## src/mdc_consts.vh

```
// register offsets, field positions and mode and size codes of the dma controller
// included by mdc_top.v, the port checker and the bench
`ifndef MDC_CONSTS_VH
`define MDC_CONSTS_VH
`define MDC_REG_CFG 8'h00
`define MDC_REG_CTLBASE 8'h04
`define MDC_REG_ENA_SET 8'h08
`define MDC_REG_ENA_CLR 8'h0C
`define MDC_REG_ATTR_SET 8'h10
`define MDC_REG_ATTR_CLR 8'h14
`define MDC_REG_ATTR 8'h18
`define MDC_REG_PRIO 8'h1C
`define MDC_REG_SWREQ 8'h20
`define MDC_REG_MASK 8'h24
`define MDC_REG_ERR 8'h28
`define MDC_REG_CHSEL 8'h2C
`define MDC_REG_SIZE 8'h30
`define MDC_REG_MODE 8'h34
`define MDC_REG_DONE 8'h38
`define MDC_REG_STATUS 8'h3C
`define MDC_CFG_EN 0
`define MDC_BASE_ALIGN 10
`define MDC_DESC_BYTES 16
`define MDC_ALT_INDEX 32
`define MDC_MODE_STOP 3'h0
`define MDC_MODE_BASIC 3'h1
`define MDC_MODE_AUTO 3'h2
`define MDC_MODE_PING 3'h3
`define MDC_MODE_MSG 3'h4
`define MDC_MODE_PSG 3'h6
`define MDC_SIZE_BYTE 2'h0
`define MDC_SIZE_HALF 2'h1
`define MDC_SIZE_WORD 2'h2
`define MDC_INC_NONE 2'h3
`define MDC_CW_MODE 0
`define MDC_CW_NM1 4
`define MDC_CW_ARB 14
`define MDC_CW_SSIZE 24
`define MDC_CW_SINC 26
`define MDC_CW_DSIZE 28
`define MDC_CW_DINC 30
`endif

```

## src/mdc_top.v

```verilog
// multichannel dma controller: register port, arbiter and bus master
// assumes a single-word bus whose grant is withheld while the cpu owns it
//
// Decided for this implementation: the strobed register port and the address map.
`timescale 1ns/1ps
`include "mdc_consts.vh"
// What this block does
// - item size byte, half-word or word
// - per-side address increment or hold
// - two priority levels, per-channel arbitration size
// - bus requests raised only while processor idle
// - software request per channel; maskable peripheral requests
// - per-direction peripheral channels plus software channel
// - basic mode pauses while request low
// - auto mode completes after one request
// - ping-pong switches primary and alternate
// - memory scatter-gather runs the primary's words once as an auto task
// - peripheral scatter-gather tasks gated by request
// - global disable blocks all transfers
// - attribute flags set, clear, read individually
// - completion clears enable; software may clear
// - remaining count falls, zero when done
// - mode reads stopped after completion
// - controller interrupt: software channel, bus error
// - peripheral completion on peripheral's own line
// - completion interrupts self-clearing
// - bus error latched until software clears
// - 32 channels, alternates at index 32-63
module mdc_top #(
	parameter NCH = 32,
	parameter SW_CH = 31
) (
	input wire clock,
	input wire rst_n,
	input wire [7:0] reg_addr,
	input wire [31:0] reg_wdata,
	input wire reg_wr,
	input wire reg_rd,
	output reg [31:0] reg_rdata,
	input wire [NCH-1:0] periph_req,
	output reg [NCH-1:0] periph_done,
	output reg dma_irq,
	input wire cpu_busy,
	output reg bus_req,
	output reg bus_we,
	output reg [31:0] bus_addr,
	output reg [31:0] bus_wdata,
	output reg [1:0] bus_size,
	input wire [31:0] bus_rdata,
	input wire bus_ack,
	input wire bus_err
);
	localparam S_IDLE = 7'h01;
	localparam S_FETCH = 7'h02;
	localparam S_READ = 7'h04;
	localparam S_WRITE = 7'h08;
	localparam S_WBACK = 7'h10;
	localparam S_TASK = 7'h20;
	localparam S_NEXT = 7'h40;

	reg en_q;
	reg [31:0] base_q, chen_q, attr_q, prio_q, swreq_q, mask_q;
	reg err_q;
	reg [4:0] chsel_q;
	reg [6:0] st_q;
	reg [4:0] cur_q;
	reg alt_q;
	reg [1:0] wi_q;
	reg [31:0] src_q, dst_q, cw_q, data_q;
	reg [9:0] arb_q;
	reg [2:0] sg_mode_q;
	reg [31:0] rem_tab [0:NCH-1];
	reg [2:0] mode_tab [0:NCH-1];
	reg [NCH-1:0] pend;
	reg [NCH-1:0] auto_q;
	reg [NCH-1:0] done_q;
	reg sw_done_q;
	integer i;

	// arbitration: high level first, lowest index wins
	function [5:0] pick;
		input [NCH-1:0] v;
		integer k;
		begin
			pick = 6'h00;
			for (k = NCH - 1; k >= 0; k = k - 1) begin
				if (v[k])
					pick = {1'b1, k[4:0]};
			end
		end
	endfunction

	function [31:0] step;
		input [1:0] inc;
		begin
			case (inc)
			`MDC_SIZE_BYTE: step = 32'h00000001;
			`MDC_SIZE_HALF: step = 32'h00000002;
			`MDC_SIZE_WORD: step = 32'h00000004;
			default: step = 32'h00000000;
			endcase
		end
	endfunction

	wire [2:0] cw_mode = cw_q[`MDC_CW_MODE+2:`MDC_CW_MODE];
	wire [9:0] cw_nm1 = cw_q[`MDC_CW_NM1+9:`MDC_CW_NM1];
	wire [3:0] cw_arb = cw_q[`MDC_CW_ARB+3:`MDC_CW_ARB];
	wire basic_like = (cw_mode == `MDC_MODE_BASIC) ||
		(cw_mode == `MDC_MODE_PSG);
	wire cur_live = periph_req[cur_q] & ~mask_q[cur_q];
	wire [NCH-1:0] req_v = ((periph_req & ~mask_q) | swreq_q | auto_q) &
		chen_q;
	wire [5:0] hi_pick = pick(req_v & prio_q);
	wire [5:0] lo_pick = pick(req_v & ~prio_q);
	wire [5:0] win = hi_pick[5] ? hi_pick : lo_pick;
	wire [31:0] desc_addr = {base_q[31:`MDC_BASE_ALIGN], 10'h000} +
		{22'h000000, alt_q, cur_q, 4'h0};
	wire [31:0] chen_clr = (reg_wr && reg_addr == `MDC_REG_ENA_CLR) ?
		reg_wdata : 32'h00000000;

	always @(posedge clock or negedge rst_n) begin
		if (!rst_n) begin
			reg_rdata <= 32'h00000000;
			en_q <= 1'b0;
			base_q <= 32'h00000000;
			attr_q <= 32'h00000000;
			prio_q <= 32'h00000000;
			mask_q <= 32'h00000000;
			chsel_q <= 5'h00;
		end else begin
			reg_rdata <= 32'h00000000;
			if (reg_wr) begin
				case (reg_addr)
				`MDC_REG_CFG: en_q <= reg_wdata[`MDC_CFG_EN];
				`MDC_REG_CTLBASE: base_q <= {reg_wdata[31:`MDC_BASE_ALIGN],
					10'h000};
				`MDC_REG_ATTR_SET: attr_q <= attr_q | reg_wdata;
				`MDC_REG_ATTR_CLR: attr_q <= attr_q & ~reg_wdata;
				`MDC_REG_PRIO: prio_q <= reg_wdata;
				`MDC_REG_MASK: mask_q <= reg_wdata;
				`MDC_REG_CHSEL: chsel_q <= reg_wdata[4:0];
				default: ;
				endcase
			end
			if (reg_rd) begin
				case (reg_addr)
				`MDC_REG_CFG: reg_rdata <= {31'h0, en_q};
				`MDC_REG_CTLBASE: reg_rdata <= base_q;
				`MDC_REG_ENA_SET: reg_rdata <= chen_q;
				`MDC_REG_ATTR: reg_rdata <= attr_q;
				`MDC_REG_PRIO: reg_rdata <= prio_q;
				`MDC_REG_MASK: reg_rdata <= mask_q;
				`MDC_REG_ERR: reg_rdata <= {31'h0, err_q};
				`MDC_REG_CHSEL: reg_rdata <= {27'h0, chsel_q};
				`MDC_REG_SIZE: reg_rdata <= rem_tab[chsel_q];
				`MDC_REG_MODE: reg_rdata <= {29'h0, mode_tab[chsel_q]};
				`MDC_REG_DONE: reg_rdata <= done_q;
				`MDC_REG_STATUS: reg_rdata <= {25'h0, st_q};
				default: reg_rdata <= 32'h00000000;
				endcase
			end
		end
	end

	// descriptor word order: source end, dest end, control
	always @(posedge clock or negedge rst_n) begin
		if (!rst_n) begin
			st_q <= S_IDLE;
			chen_q <= 32'h00000000;
			swreq_q <= 32'h00000000;
			auto_q <= {NCH{1'b0}};
			done_q <= {NCH{1'b0}};
			periph_done <= {NCH{1'b0}};
			sw_done_q <= 1'b0;
			dma_irq <= 1'b0;
			err_q <= 1'b0;
			cur_q <= 5'h00;
			alt_q <= 1'b0;
			wi_q <= 2'h0;
			src_q <= 32'h00000000;
			dst_q <= 32'h00000000;
			cw_q <= 32'h00000000;
			data_q <= 32'h00000000;
			arb_q <= 10'h000;
			sg_mode_q <= 3'h0;
			bus_req <= 1'b0;
			bus_we <= 1'b0;
			bus_addr <= 32'h00000000;
			bus_wdata <= 32'h00000000;
			bus_size <= 2'h0;
			for (i = 0; i < NCH; i = i + 1) begin
				rem_tab[i] <= 32'h00000000;
				mode_tab[i] <= 3'h0;
			end
		end else begin
			periph_done <= {NCH{1'b0}};
			sw_done_q <= 1'b0;
			dma_irq <= sw_done_q | err_q;
			if (reg_rd && reg_addr == `MDC_REG_DONE)
				done_q <= {NCH{1'b0}};
			if (reg_wr && reg_addr == `MDC_REG_ERR && reg_wdata[0])
				err_q <= 1'b0;
			if (reg_wr && reg_addr == `MDC_REG_ENA_SET)
				chen_q <= (chen_q | reg_wdata) & ~chen_clr;
			else
				chen_q <= chen_q & ~chen_clr;
			if (reg_wr && reg_addr == `MDC_REG_SWREQ)
				swreq_q <= swreq_q | reg_wdata;
			auto_q <= auto_q & chen_q & ~chen_clr;
			case (st_q)
			S_IDLE: begin
				if (en_q && win[5] && !cpu_busy) begin
					cur_q <= win[4:0];
					alt_q <= attr_q[win[4:0]];
					wi_q <= 2'h0;
					swreq_q[win[4:0]] <= 1'b0;
					bus_req <= 1'b1;
					bus_we <= 1'b0;
					bus_size <= `MDC_SIZE_WORD;
					bus_addr <= {base_q[31:`MDC_BASE_ALIGN], 10'h000} +
						{22'h0, attr_q[win[4:0]], win[4:0], 4'h0};
					st_q <= S_FETCH;
				end
			end
			S_FETCH: begin
				if (bus_err) begin
					err_q <= 1'b1;
					// stop the channel so a bad address is not retried
					chen_q[cur_q] <= 1'b0;
					auto_q[cur_q] <= 1'b0;
					bus_req <= 1'b0;
					st_q <= S_IDLE;
				end else if (bus_ack) begin
					case (wi_q)
					2'h0: src_q <= bus_rdata;
					2'h1: dst_q <= bus_rdata;
					default: cw_q <= bus_rdata;
					endcase
					wi_q <= wi_q + 2'h1;
					bus_addr <= bus_addr + 32'h00000004;
					if (wi_q == 2'h2) begin
						bus_req <= 1'b0;
						arb_q <= 10'h000;
						st_q <= S_TASK;
					end
				end
			end
			S_TASK: begin
				mode_tab[cur_q] <= cw_mode;
				rem_tab[cur_q] <= {22'h0, cw_nm1} + 32'h00000001;
				// no new item once disabled, globally or per channel
				if (!en_q || !chen_q[cur_q]) begin
					st_q <= S_IDLE;
				end else if (cw_mode == `MDC_MODE_STOP) begin
					st_q <= S_IDLE;
				end else if (cw_mode == `MDC_MODE_MSG ||
						cw_mode == `MDC_MODE_PSG) begin
					// the primary's words are the task; rerun them as alternate, auto for memory, basic for peripheral
					sg_mode_q <= cw_mode;
					st_q <= S_NEXT;
				end else if (!cpu_busy && (!basic_like || cur_live)) begin
					if (cw_mode == `MDC_MODE_AUTO)
						auto_q[cur_q] <= 1'b1;
					bus_req <= 1'b1;
					bus_we <= 1'b0;
					bus_size <= cw_q[`MDC_CW_SSIZE+1:`MDC_CW_SSIZE];
					bus_addr <= src_q - step(cw_q[`MDC_CW_SINC+1:
						`MDC_CW_SINC]) * {22'h0, cw_nm1};
					st_q <= S_READ;
				end else if (basic_like) begin
					st_q <= S_WBACK;
				end
			end
			S_NEXT: begin
				alt_q <= 1'b1;
				sg_mode_q <= 3'h0;
				cw_q[`MDC_CW_MODE+2:`MDC_CW_MODE] <= sg_mode_q ==
					`MDC_MODE_PSG ? `MDC_MODE_BASIC : `MDC_MODE_AUTO;
				st_q <= S_TASK;
			end
			S_READ: begin
				if (bus_err) begin
					err_q <= 1'b1;
					chen_q[cur_q] <= 1'b0;
					auto_q[cur_q] <= 1'b0;
					bus_req <= 1'b0;
					st_q <= S_IDLE;
				end else if (bus_ack) begin
					data_q <= bus_rdata;
					bus_we <= 1'b1;
					bus_wdata <= bus_rdata;
					bus_size <= cw_q[`MDC_CW_DSIZE+1:`MDC_CW_DSIZE];
					bus_addr <= dst_q - step(cw_q[`MDC_CW_DINC+1:
						`MDC_CW_DINC]) * {22'h0, cw_nm1};
					st_q <= S_WRITE;
				end
			end
			S_WRITE: begin
				if (bus_err) begin
					err_q <= 1'b1;
					chen_q[cur_q] <= 1'b0;
					auto_q[cur_q] <= 1'b0;
					bus_req <= 1'b0;
					st_q <= S_IDLE;
				end else if (bus_ack) begin
					bus_req <= 1'b0;
					bus_we <= 1'b0;
					arb_q <= arb_q + 10'h001;
					rem_tab[cur_q] <= {22'h0, cw_nm1};
					if (cw_nm1 == 10'h000) begin
						mode_tab[cur_q] <= `MDC_MODE_STOP;
						cw_q[`MDC_CW_MODE+2:`MDC_CW_MODE] <= `MDC_MODE_STOP;
						if (cw_mode == `MDC_MODE_PING) begin
							alt_q <= ~alt_q;
							wi_q <= 2'h0;
							bus_req <= 1'b1;
							bus_size <= `MDC_SIZE_WORD;
							bus_addr <= {base_q[31:`MDC_BASE_ALIGN], 10'h000} +
								{22'h0, ~alt_q, cur_q, 4'h0};
							st_q <= S_FETCH;
						end else begin
							chen_q[cur_q] <= 1'b0;
							auto_q[cur_q] <= 1'b0;
							done_q[cur_q] <= 1'b1;
							if (cur_q == SW_CH[4:0])
								sw_done_q <= 1'b1;
							else
								periph_done[cur_q] <= 1'b1;
							st_q <= S_IDLE;
						end
					end else begin
						cw_q[`MDC_CW_NM1+9:`MDC_CW_NM1] <= cw_nm1 - 10'h001;
						// rearbitrate after 2^arb items
						if (arb_q + 10'h001 == (10'h001 << cw_arb))
							st_q <= S_WBACK;
						else
							st_q <= S_TASK;
					end
				end
			end
			S_WBACK: begin
				// park progress in the descriptor so others may run
				if (!cpu_busy && !bus_req) begin
					bus_req <= 1'b1;
					bus_we <= 1'b1;
					bus_size <= `MDC_SIZE_WORD;
					bus_addr <= desc_addr + 32'h00000008;
					bus_wdata <= cw_q;
				end else if (bus_err) begin
					err_q <= 1'b1;
					bus_req <= 1'b0;
					st_q <= S_IDLE;
				end else if (bus_ack) begin
					bus_req <= 1'b0;
					bus_we <= 1'b0;
					st_q <= S_IDLE;
				end
			end
			default: st_q <= S_IDLE;
			endcase
		end
	end
endmodule

```

## config.mk

```make
export PLATFORM = sky130hd
export DESIGN_NAME = mdc_top
export DESIGN_NICKNAME = d
export VERILOG_FILES = /design/src/mdc_top.v
export VERILOG_INCLUDE_DIRS = /design/src
export SDC_FILE = /design/constraint.sdc
export NUM_CORES = 2
export LEC_CHECK = 0
export BUFFER_PORTS_ARGS = -buffer_cell sky130_fd_sc_hd__buf_2
export CAP_MARGIN = 0
export CORE_AREA = 2 2 441 443
export CTS_CLUSTER_DIAMETER = 150
export CTS_CLUSTER_SIZE = 25
export DETAILED_ROUTE_END_ITERATION = 10
export DIE_AREA = 0 0 443 445
export PLACE_DENSITY = 0.63
export SLEW_MARGIN = 20
export SYNTH_ARGS = -nofsm -noshare
export SYNTH_HDL_FRONTEND = slang
export SYNTH_SLANG_ARGS = --single-unit
```

## constraint.sdc

```tcl
create_clock -name clock -period 8.4 [get_ports clock]
set_input_delay 0.84 -clock clock [delete_from_list [all_inputs] [get_ports clock]]
set_output_delay 0.84 -clock clock [all_outputs]
set_load 0.02 [all_outputs]
```

==> out/results.ini <==
[cts]
root_buffer = clkbuf_16
numCtsBuffers = 75
cts_hold_buffers = 0
cts_buffer_depth = 3
cts_tree = done
clock_latency_ns = 0.77
cts_sinks = 1631
post_cts_buffers = 0
htree_levels = 3
cts_resized = 0
path_clk_slew_ns = 0.11

[setup_path]
cp.required_ns = 9.03
worst_path_largest_cell_delay_ns = 0.76
cpMostUsedCell = fa_1
cp-start-kind = register
cp_max_fo = 10
crit_buf_inv = 1
critPathTopFamily = compound AO/OA/AOI/OAI gates
critPathSlowestCell = a2111oi_0
critPathKind = reg -> reg
cp_cell_sequence = nor2b_1 -> and2_1 -> fa_1 -> ha_1 -> inv_1 -> fa_1 -> fa_1 -> a21oi_1 -> o21bai_1 -> a2111oi_0 -> o31ai_1 -> o211ai_1 -> o211ai_1 -> nand2b_1 -> nor3_1 -> nand2_1 -> xnor2_1 -> nand2_1 -> a221oi_1
cp.arrival_ns = 7.18
endpoint_kind = register

[floorplan]
die_w_um = 443
initial_core_util = 0.398
row_count = 161
io_pins = 244
coreArea_mm2 = 0.192
chipHeight_um = 445
die_area_mm2 = 0.197

[synth]
synth.avg_cell_area_um2 = 11.7
synth_edf_count = 0
netlist_instances = 6524
ys_types = 93
yosysWarningCount = 0
synth.top_cell.area_share = 0.534
async_flop_share = 1.00
ys_ff_latch = 1631
synth_area_leader_cell = dfrtp_1
synth_seq_area_share = 0.534
synthTopCellsByArea = dfrtp_1 53%, mux4_2 11%, and2_1 6.0%
syn-num-nets = 6792
synth_ff_type = dfrtp_1
syn-cell-area_mm2 = 0.0764

[timing]
rsz0062_at_grt = no
finClkSkew_ns = 0.0619
min_period_ns = 6.55
max_freq_mhz = 153
setup_tns_ns = 0
setup_viol = 0
finalHoldViolCount = 0
relSlewSlack = 0.167
period_share = 0.779
drv_slew = 0
tightest_slew_ns = 1.24

[final_layout]
final_nets = 6797
drive_gt1_frac = 0.178
fin_util = 0.430
final_cell_area_mm2 = 0.0826
fill_cells = 17800
register_area_mm2 = 0.0408
syn_to_final_growth_pct = 8.12
multi_input_area_mm2 = 0.0336
finalNonFillerCells = 9101

[placed_design]
placed_area_mm2 = 0.0805
io_buffers = 243
dpl.cell_count = 8977
place_congestion = 0.976
dpl.hpwl_mm = 166

[routing]
drt-total-wl_mm = 250
dr.pass1.iters = 10
ant_nets = 0
drtIter0Drc = 6341
drc_errors = 0
wire_per_inst_um = 27.5
via_per_inst = 5.89
vias = 53600

[pwr]
p_total_mw = 14.9
power_density_mw_per_mm2 = 181
swShare = 0.296
irDropWorstVdd_mv = 0.148
seqPwrFrac = 0.560
switchingPower_mw = 4.42
p_leak_nw = 37.9
clkPwrFrac = 0.284
cellInternalPower_mw = 10.5
combPwrFrac = 0.156

[outcome]
run_status = finished clean

[grt]
grt_usage = 0.253
grt_max_degree = 177
grt_pass1_wl_mm = 370
antenna_found_initial = 37
overflow = 0
grt_pass1_vias = 53200

[job]
maxCapViolCount = 0

[worst_hold_path]
hold_path.class = in -> async

## final cells by class
cell class / instances / share of cell area
Sequential cell: 1631 / 0.494
Inverter: 166 / 0.00754
Tap cell: 2526 / 0.0383
Clock inverter: 7 / 0.00106
Antenna cell: 31 / 0.000939
Multi-Input combinational cell: 4292 / 0.407
Clock buffer: 85 / 0.0236
Timing Repair Buffer: 363 / 0.0277
## cell usage after synthesis, types with 48 or more instances
master	instances
a21oi_1	214
a222oi_1	48
a22oi_1	73
a31oi_1	88
and2_1	736
buf_1	58
clkbuf_1	367
dfrtp_1	1630
ha_1	115
inv_1	166
mux2_2	243
mux2i_1	61
mux4_2	375
nand2_1	730
nand3_1	81
nor2_1	246
nor2b_1	76
nor3_1	57
o21ai_0	592
xor2_1	54
## layout by cell type (no fill, tap or decap), types with 23 or more instances in the layout
cell type | netlist | routed
o311a_1 | 47 | 47
nor3_1 | 57 | 56
a21o_1 | 46 | 46
mux2_2 | 243 | 243
mux4_2 | 375 | 375
xnor2_1 | 46 | 42
a22oi_1 | 73 | 73
nor2b_1 | 76 | 75
fa_1 | 42 | 42
a31oi_1 | 88 | 88
ha_1 | 115 | 115
inv_1 | 166 | 166
buf_2 | 6 | 242
o21ai_0 | 592 | 592
nand2_1 | 730 | 697
xor2_1 | 54 | 49
a222oi_1 | 48 | 48
dfrtp_1 | 1630 | 1623
nand3_1 | 81 | 79
nor2_1 | 246 | 241
a21oi_1 | 214 | 213
clkbuf_16 | 0 | 76
and2_1 | 736 | 737
mux2i_1 | 61 | 60
nand2b_1 | 23 | 23
nand2_2 | 0 | 33
nor4_1 | 29 | 27
diode_2 | 0 | 31
buf_4 | 3 | 108
## worst register-to-register path: stages (launching register included)
cell and delay [ns]:
dfrtp_1 0.49, nor2b_1 0.53, and2_1 0.25, fa_1 0.43, ha_1 0.29, inv_1 0.05, fa_1 0.48, fa_1 0.41
a21oi_1 0.20, o21bai_1 0.14, a2111oi_0 0.76, o31ai_1 0.25, o211ai_1 0.42, o211ai_1 0.28, nand2b_1 0.31, nor3_1 0.49
nand2_1 0.13, xnor2_1 0.16, nand2_1 0.07, a221oi_1 0.27
## cells by family after synthesis
logic type,count (synthesis),share of synthesized area
AO/OA/AOI/OAI,1254,0.100
XOR/XNOR,100,0.0115
adder cells (fa/ha/maj),157,0.0298
buffers and inverters,601,0.0299
flip-flops,1631,0.534
multiplexers,680,0.154
other,1,0.0000491
AND/OR/NAND/NOR,2100,0.140
## sequential cells by signal (all words and copies together), names as in the netlist, 2 cells and up, named ones only
signal	count
chsel_q	5
bus_size	2
bus_addr	32
base_q	22
done_q	32
auto_q	32
sg_mode_q	3
cw_q	32
cur_q	5
st_q	7
wi_q	2
swreq_q	32
src_q	32
mask_q	32
prio_q	32
mode_tab	96
dst_q	32
chen_q	32
periph_done	32
rem_tab	1024
bus_wdata	32
reg_rdata	32
arb_q	10
## layer usage
layer,part of all wire,vias up,GRT usage
met3,0.081,512,0.0461
met1,0.40,27600,0.338
met2,0.46,2496,0.391
met5,0.00017,-,0
li1,-,23000,-
met4,0.058,6,0.138
## through the flow
step | hold slack (ns) | worst slack (ns)
after CTS | 0.156 | 1.94
after floorplan | 0.410 | 3.08
after global routing | 0.208 | 1.42
final | 0.168 | 1.85
after global placement | 0.428 | 2.09
after detailed placement | 0.421 | 2.01
## final timing paths
kind | depth (start not counted) | slack, ns | from | to
max | 19 | 1.85 | cw_q[30] | bus_addr[30]
min | 1 | 0.17 | rst_n | bus_wdata[28]
max reg2reg | 19 | 1.85 | cw_q[30] | bus_addr[30]
min reg2reg | 1 | 0.44 | sw_done_q | dma_irq
max in group asynchronous | 3 | 6.19 | rst_n | rem_tab[972]
min in group clock | 2 | 0.39 | bus_rdata[18] | dst_q[18]
## power groups by stage
stage                     Sequential, mW  Clock [mW]  Combinational [mW]
final                               8.35        4.24                2.32
after CTS                           8.34        4.33                2.29
after global routing                8.37        4.61                2.50
after detailed placement            8.49           0                2.28
after global placement              8.49           0                2.26
after floorplan                     8.41           0                1.37
Note: power is estimated with default switching activity, not from simulation.
